[src/hdl/lpwc_pkg.sv]
package lpwc_pkg;
    // low power mode select encoding
    localparam logic [1:0] MODE_RUN = 2'h0;
    localparam logic [1:0] MODE_DOZE = 2'h1;
    localparam logic [1:0] MODE_WAIT = 2'h2;
    localparam logic [1:0] MODE_STOP = 2'h3;
    localparam int DMA_CH = 16;
    localparam int ERR_W = 32;
    localparam int NUM_PIT = 4;
    localparam int NUM_TMR = 4;
    localparam int NUM_UART = 3;
    localparam int PRI_W = 3;
    localparam logic [1:0] RESET_MODE = 2'h0;
    localparam logic [PRI_W-1:0] RESET_PRI = 3'h0;
    localparam int FRZ_W = 8;
    // freeze bit positions
    localparam int FRZ_DMA = 0;
    localparam int FRZ_BUS = 1;
    localparam int FRZ_DRAM = 2;
    localparam int FRZ_ETH = 3;
    localparam int FRZ_WDOG = 4;
    localparam int FRZ_SPI = 5;
    localparam int FRZ_UART = 6;
    localparam int FRZ_I2C = 7;
    typedef enum logic [1:0] {
        ST_RUN,
        ST_LOWPWR,
        ST_HALT
    } lpwc_state_e;
endpackage : lpwc_pkg

[src/hdl/lpwc_top.sv]
`timescale 1ns/1ns
// Behaviour
// dma done with enable wakes in wait/doze
// dma error with enable wakes in wait/doze
// dma frozen in stop, no stop wake
// external bus never wakes, frozen in stop
// dram controller clockless in stop, no refresh
// software puts dram into self refresh first
// setting dram clock enable exits self refresh
// software keeps vectors out of dram
// ethernet frozen in stop, may wake otherwise
// watchdog freezes in stop or configured wait/doze
// periodic timers freeze in stop or configured doze
// timer capture wakes when dma request off
// timer compare wakes when dma request off
// dma timers disabled in stop, resume after
// spi frozen in stop, may wake otherwise
// uarts frozen in stop, may wake otherwise
// serial bus wakes only enabled, unstopped, irq enabled
// serial flag on byte done or address match
// serial bus frozen in stop, resumes after
// breakpoint halts, exits low power, returns after
// test port never wakes the cpu
// peripherals take status from mode at stop
// mode select picks stop, wait or doze
// interrupt wake needs priority and all masks
// all qualified sources merge into one wake
module lpwc_top (
    input wire logic clk,
    input wire logic rst,
    input wire logic stop_exec,
    input wire logic [1:0] low_power_mode_select,
    input wire logic [lpwc_pkg::PRI_W-1:0] wake_priority_threshold,
    input wire logic debug_breakpoint_pin,
    input wire logic [lpwc_pkg::DMA_CH-1:0] channel_done_irq_enable,
    input wire logic [lpwc_pkg::DMA_CH-1:0] channel_done,
    input wire logic [lpwc_pkg::DMA_CH-1:0] channel_error_irq_enable,
    input wire logic [lpwc_pkg::ERR_W-1:0] dma_error_status,
    input wire logic [lpwc_pkg::DMA_CH-1:0] dma_error_channel,
    input wire logic ethernet_irq,
    input wire logic spi_irq,
    input wire logic [lpwc_pkg::NUM_UART-1:0] uart_irq,
    input wire logic watchdog_lowpwr_freeze,
    input wire logic watchdog_reset_req,
    input wire logic [lpwc_pkg::NUM_PIT-1:0] periodic_timer_doze_freeze,
    input wire logic [lpwc_pkg::NUM_PIT-1:0] periodic_timer_irq,
    input wire logic [lpwc_pkg::NUM_TMR-1:0] timer_capture_edge_nz,
    input wire logic [lpwc_pkg::NUM_TMR-1:0] timer_capture_event,
    input wire logic [lpwc_pkg::NUM_TMR-1:0] compare_irq_enable,
    input wire logic [lpwc_pkg::NUM_TMR-1:0] timer_ref_reached,
    input wire logic [lpwc_pkg::NUM_TMR-1:0] timer_dma_request_enable,
    input wire logic serial_module_enable,
    input wire logic serial_irq_enable,
    input wire logic serial_byte_done,
    input wire logic serial_addr_match,
    input wire logic serial_slave_rx,
    input wire logic serial_flag_clear,
    input wire logic dram_clock_enable,
    input wire logic irq_valid,
    input wire logic [lpwc_pkg::PRI_W-1:0] irq_priority,
    input wire logic [lpwc_pkg::PRI_W-1:0] core_irq_mask,
    input wire logic irq_ctrl_unmasked,
    input wire logic irq_source_enabled,
    input wire logic test_port_event,
    output logic [1:0] active_mode,
    output logic cpu_halted,
    output logic wake_req,
    output logic [lpwc_pkg::FRZ_W-1:0] periph_freeze,
    output logic [lpwc_pkg::NUM_PIT-1:0] periodic_timer_freeze,
    output logic dma_timer_enable,
    output logic dram_self_refresh,
    output logic dma_wake_irq,
    output logic dma_err_wake_irq,
    output logic [lpwc_pkg::NUM_TMR-1:0] timer_wake_irq,
    output logic serial_irq_flag,
    output logic serial_wake_irq
);

    ////////////////////////////////////////////////////////////////////////
    function automatic logic any_bits(input logic [lpwc_pkg::ERR_W-1:0] v);
        any_bits = |v;
    endfunction : any_bits

    lpwc_pkg::lpwc_state_e state_q, state_d;
    logic [1:0] mode_q, mode_d;
    logic halted_q;
    logic wake_q;
    logic [lpwc_pkg::FRZ_W-1:0] frz_q;
    logic [lpwc_pkg::NUM_PIT-1:0] pit_frz_q;
    logic tmr_en_q;
    logic sref_q;
    logic dma_wk_q, dma_err_q;
    logic [lpwc_pkg::NUM_TMR-1:0] tmr_wk_q;
    logic sflag_q, swk_q;
    logic [lpwc_pkg::ERR_W-1:0] err_prev_q;

    ////////////////////////////////////////////////////////////////////////
    wire in_lp = (state_q == lpwc_pkg::ST_LOWPWR);
    wire in_stop = in_lp && (mode_q == lpwc_pkg::MODE_STOP);
    wire in_wd = in_lp && (mode_q != lpwc_pkg::MODE_STOP);
    wire in_doze = in_lp && (mode_q == lpwc_pkg::MODE_DOZE);
    wire [lpwc_pkg::ERR_W-1:0] err_rise = dma_error_status & ~err_prev_q;
    wire dma_done_hit = |(channel_done & channel_done_irq_enable);
    wire dma_err_hit = any_bits(err_rise) && |(dma_error_channel & channel_error_irq_enable);
    wire [lpwc_pkg::NUM_TMR-1:0] tmr_hit = (timer_capture_edge_nz & timer_capture_event & ~timer_dma_request_enable)
        | (compare_irq_enable & timer_ref_reached & ~timer_dma_request_enable);
    wire sflag_set = !in_stop && serial_module_enable
        && (serial_byte_done || (serial_slave_rx && serial_addr_match));
    wire swk_d = sflag_q && serial_irq_enable && serial_module_enable && !in_stop;
    // interrupt controller qualification
    wire irq_ok = irq_valid && (irq_priority > wake_priority_threshold)
        && (irq_priority > core_irq_mask) && irq_ctrl_unmasked && irq_source_enabled;
    // dma, ethernet, spi and uart only count outside stop; test port never counts
    wire wd_src = (dma_wk_q || dma_err_q || ethernet_irq || spi_irq || (|uart_irq)
        || (|tmr_wk_q) || (|periodic_timer_irq) || swk_q);
    wire wake_d = in_lp && irq_ok && (in_wd ? wd_src : 1'b0)
        || (in_wd && watchdog_reset_req && !watchdog_lowpwr_freeze)
        || (in_lp && debug_breakpoint_pin);
    wire [lpwc_pkg::FRZ_W-1:0] frz_d = {lpwc_pkg::FRZ_W{in_stop}};
    wire wdog_frz = in_stop || (in_wd && watchdog_lowpwr_freeze);
    wire [lpwc_pkg::NUM_PIT-1:0] pit_frz_d = {lpwc_pkg::NUM_PIT{in_stop}}
        | ({lpwc_pkg::NUM_PIT{in_doze}} & periodic_timer_doze_freeze);

    ////////////////////////////////////////////////////////////////////////
    always_comb begin
        state_d = state_q;
        mode_d = mode_q;
        unique case (state_q)
            lpwc_pkg::ST_RUN: begin
                if (debug_breakpoint_pin) begin
                    state_d = lpwc_pkg::ST_HALT;
                end else if (stop_exec && low_power_mode_select != lpwc_pkg::MODE_RUN) begin
                    state_d = lpwc_pkg::ST_LOWPWR;
                    mode_d = low_power_mode_select;
                end
            end
            lpwc_pkg::ST_LOWPWR: begin
                if (debug_breakpoint_pin) begin
                    state_d = lpwc_pkg::ST_HALT;
                end else if (wake_d) begin
                    state_d = lpwc_pkg::ST_RUN;
                    mode_d = lpwc_pkg::MODE_RUN;
                end
            end
            lpwc_pkg::ST_HALT: begin
                // leaving halt re-enters the prior mode, if any
                if (!debug_breakpoint_pin) begin
                    state_d = (mode_q == lpwc_pkg::MODE_RUN) ? lpwc_pkg::ST_RUN : lpwc_pkg::ST_LOWPWR;
                end
            end
            default: begin
                state_d = lpwc_pkg::ST_RUN;
            end
        endcase
    end

    always_ff @(posedge clk or posedge rst) begin
        if (rst) begin
            state_q <= lpwc_pkg::ST_RUN;
            mode_q <= lpwc_pkg::RESET_MODE;
        end else begin
            state_q <= state_d;
            mode_q <= mode_d;
        end
    end

    ////////////////////////////////////////////////////////////////////////
    always_ff @(posedge clk or posedge rst) begin
        if (rst) begin
            halted_q <= 1'b0;
            wake_q <= 1'b0;
            frz_q <= '0;
            pit_frz_q <= '0;
            tmr_en_q <= 1'b1;
        end else begin
            halted_q <= (state_d == lpwc_pkg::ST_HALT);
            wake_q <= wake_d;
            frz_q <= {frz_d[lpwc_pkg::FRZ_W-1:lpwc_pkg::FRZ_WDOG+1], wdog_frz,
                frz_d[lpwc_pkg::FRZ_WDOG-1:0]};
            pit_frz_q <= pit_frz_d;
            tmr_en_q <= !in_stop;
        end
    end

    // self refresh held from stop until clock enable is set again
    always_ff @(posedge clk or posedge rst) begin
        if (rst) begin
            sref_q <= 1'b0;
        end else if (in_stop && !dram_clock_enable) begin
            sref_q <= 1'b1;
        end else if (!in_stop && dram_clock_enable) begin
            sref_q <= 1'b0;
        end
    end

    ////////////////////////////////////////////////////////////////////////
    always_ff @(posedge clk or posedge rst) begin
        if (rst) begin
            dma_wk_q <= 1'b0;
            dma_err_q <= 1'b0;
            tmr_wk_q <= '0;
            err_prev_q <= '0;
            sflag_q <= 1'b0;
            swk_q <= 1'b0;
        end else begin
            dma_wk_q <= in_wd && dma_done_hit;
            dma_err_q <= in_wd && dma_err_hit;
            tmr_wk_q <= {lpwc_pkg::NUM_TMR{in_wd}} & tmr_hit;
            err_prev_q <= in_stop ? err_prev_q : dma_error_status;
            // set wins over clear
            if (sflag_set) begin
                sflag_q <= 1'b1;
            end else if (serial_flag_clear) begin
                sflag_q <= 1'b0;
            end
            swk_q <= swk_d;
        end
    end

    ////////////////////////////////////////////////////////////////////////
    assign active_mode = mode_q;
    assign cpu_halted = halted_q;
    assign wake_req = wake_q;
    assign periph_freeze = frz_q;
    assign periodic_timer_freeze = pit_frz_q;
    assign dma_timer_enable = tmr_en_q;
    assign dram_self_refresh = sref_q;
    assign dma_wake_irq = dma_wk_q;
    assign dma_err_wake_irq = dma_err_q;
    assign timer_wake_irq = tmr_wk_q;
    assign serial_irq_flag = sflag_q;
    assign serial_wake_irq = swk_q;
endmodule : lpwc_top

[config.mk]
export PLATFORM = sky130hd
export DESIGN_NAME = lpwc_top
export DESIGN_NICKNAME = d
export VERILOG_FILES = /design/src/hdl/lpwc_pkg.sv /design/src/hdl/lpwc_top.sv
export SDC_FILE = /design/constraint.sdc
export NUM_CORES = 1
export LEC_CHECK = 0
export BUFFER_PORTS_ARGS = -buffer_cell sky130_fd_sc_hd__buf_4
export CAP_MARGIN = 0
export CORE_UTILIZATION = 40
export CTS_CLUSTER_SIZE = 30
export DETAILED_ROUTE_END_ITERATION = 6
export PLACE_DENSITY_LB_ADDON = 0.3
export SLEW_MARGIN = 40
export SYNTH_ARGS = -nofsm -noshare
export SYNTH_HDL_FRONTEND = slang
export SYNTH_SLANG_ARGS = --single-unit
[constraint.sdc]
create_clock -name clk -period 1.97 [get_ports clk]
set_input_delay 0.2955 -clock clk [delete_from_list [all_inputs] [get_ports clk]]
set_output_delay 0.2955 -clock clk [all_outputs]
set_load 0.005 [all_outputs]
==> results.cfg <==
[die]
die_y_um = 84.3
dieArea_sq_um = 7100
initial_utilization_pct = 41.9
ioPinCount = 183
die_x_um = 84.3
fp-row-count = 29
fp.coreArea_sq_um = 6460

[synthesis]
synth_top_cells_by_area = dfrtp_1, inv_1, nand2_1
avgSynthCellArea_sq_um = 9.47
ys_seq_area_share_pct = 49.9
syn_inst = 286
synth_cell_types = 41
syn-cell-area_sq_um = 2710
synth_top_area_cell = dfrtp_1
synth-main-ff-cell = dfrtp_1
synth_edf_count = 0
ys_top_cells_by_count = dfrtp_1, inv_1, nand2_1
synth_fp_nets = 450
ys_ff_latch = 54
synth_most_common_cell = dfrtp_1
async_reset_ff_share_pct = 100
yosysWarningCount = 0
yosysTopAreaCellShare_pct = 49.0

[worst_setup_path]
worstPathArrival_ps = 1850
worstRegToRegCells = 5
critPathMaxFanout = 9
start_kind = flop
r2r_end = dram_self_refresh
r2r-start = state_q[0]
required_ps = 2170
r2r_slack_ps = 310
crit_path_end_kind = flop
crit_type = reg -> reg

[sta]
tightest_slew_ps = 417
max_freq_mhz = 603
final-setup-viol-count = 0
clock_skew_ps = 6.37
setup_tns_ps = 0
final_hold_viol_count = 0
relSlewSlack_pct = 72.2
rsz0062_at_grt = false
fin_crit_ps = 1660
slew_violations = 0
post-route-period-util_pct = 84.2

[global_routing]
grt_pass1_vias = 2750
grt_use_total_pct = 22.9
grtUsageMet3_pct = 5.70
grt_max_degree = 58
grt-ovfl-total = 0
antenna_found_initial = 0
grt-busiest-layer = met2
met2_usage_pct = 39.3
grt_pass1_wl_um = 12900
gr-usage-met1_pct = 29.2

[power]
powerDensity_nw_per_um2 = 783
pwr-share-seq_pct = 48.6
p_int_mw = 2.24
p_clk_share_pct = 18.2
switching_share_pct = 31.7
combPwrFrac_pct = 33.2
p_sw_mw = 1.04
power.leakage_nw = 2.17
max-vdd-ir-drop_v = 0.000564

[drt]
avgViaCountPerCell = 5.00
postRouteAntennaNets = 0
post_drt_wl_per_cell_um = 14.4
drt_iter0_drc = 102
dr.pass1.iters = 7
drc = 27
num_vias = 2703
routed_wl_um = 7770

[clock_network]
cts_sinks = 54
cts_tree = yes
path_clk_slew_ps = 90
cts_root_buf = clkbuf_8
cts.path.max_buffers = 2
h-tree-depth = 2
postCtsSetupBuffers = 0
clk_latency_ps = 300
cts_buffers = 5

[cells_and_area]
drive_gt1_share_pct = 45.0
nNetsFinal = 627
instances_no_fill = 541
area_growth_pct = 54.4
antennaDiodeCount = 0
fin_area_sq_um = 4180
fill_cells = 564

[place]
place_area_sq_um = 4080
gp_congestion = 0.869
place_inst = 532
post-dp-hpwl_um = 6500
portBuffers = 181

[run]
drv_cap = 0

[min_path]
whs_path_depth = 2
hp-start = timer_dma_request_enable[0]
hold_class = in -> reg
hold_end = timer_wake_irq[0]

[status]
violations = design-rule violations
status = finished, violations left
==> area by class of cell <==
| cell class | instances | area, sq um | area share, % |
|---|---|---|---|
| clock buffer | 6 | 72.6 | 1.73 |
| clock inverter | 2 | 13.8 | 0.329 |
| inverter | 41 | 154 | 3.68 |
| multi-input combinational | 176 | 1090 | 26.0 |
| sequential | 54 | 1350 | 32.3 |
| tap | 77 | 96.3 | 2.30 |
| timing repair buffer | 185 | 1410 | 33.7 |
==> flip-flops by register name, indices dropped and copies added (netlist names), 2 cells and up <==
register / count
err_prev_q: 32
active_mode: 2
periph_freeze: 2
state_q: 2
timer_wake_irq: 4
periodic_timer_freeze: 4
==> layout by cell type (no fill, tap or decap), types with 2 or more instances in the layout <==
cell type	count
nor3_1	4
inv_2	4
a21boi_0	2
mux2_2	5
a21oi_1	8
dfrtp_1	53
nand2_1	37
nand4_1	2
clkbuf_8	5
nor2b_1	3
a31oi_1	3
ha_1	7
nor2_1	10
buf_4	182
o22ai_1	15
nand3_1	6
a22o_1	5
a221oi_1	5
o21ai_0	24
a22oi_1	10
o21a_1	3
nor4_1	6
o21ai_1	9
inv_1	36
==> logic make-up after synthesis <==
kind of cell	synth area share, %
AO/OA/AOI/OAI	20.9
flip-flops	49.9
multiplexers	2.08
AND/OR/NAND/NOR	13.9
buffers and inverters	9.98
adder cells (fa/ha/maj)	3.23
==> metal layers <==
metal	up-vias	share of wire [%]	wire, um
met3	11	7.4	577
met2	100	48	3720
met1	1247	44	3390
met4	0	1.1	84
li1	1345	-	-
met5	-	0	0
==> power by group through the flow <==
stage	clock [mW]	sequential, mW	combinational (mW)
6_report	0.597	1.59	1.09
4_1_cts	0.620	1.59	1.09
2_1_floorplan	0	1.53	0.700
3_5_place_dp	0	1.61	1.09
3_3_place_gp	0	1.60	1.06
5_1_grt	0.671	1.64	1.22
==> worst max-delay path, stage by stage, from the launching register on <==
cell and delay, ps:
dfrtp_1 520, nor2b_4 280, nand3_4 140, inv_2 110
ha_1 230, mux2_2 270
==> worst max-delay path by stage <==
stage,startpoint,endpoint,slack [ps],depth (start not counted)
2_1_floorplan,state_q[0],dram_self_refresh,210,8
3_3_place_gp,state_q[0],err_prev_q[13],280,5
3_5_place_dp,state_q[0],err_prev_q[0],230,5
4_1_cts,state_q[0],err_prev_q[8],210,5
5_1_grt,state_q[0],err_prev_q[0],120,6
6_report,state_q[0],dram_self_refresh,310,5
==> metrics by stage <==
| step | power [mW] | setup slack, ps | hold slack [ps] | utilization (%) |
|---|---|---|---|---|
| global route | 3.53 | 123 | 112 | 64.8 |
| floorplan | 2.23 | 212 | 369 | - |
| CTS | 3.30 | 208 | 129 | 64.7 |
| global placement | 2.65 | 276 | 250 | 63.2 |
| finish | 3.27 | 312 | 137 | 64.8 |
| detailed placement | 2.70 | 233 | 251 | 63.2 |
==> timing repair <==
| action | 4_1_cts | 5_1_grt |
|---|---|---|
| hold endpoints to repair | 10 | 0 |
| hold buffers | 1 | 0 |
| endpoints found under the setup margin | 0 | 3 |
| resized for setup | 0 | 1 |
Note: power is estimated with default switching activity, not from simulation.
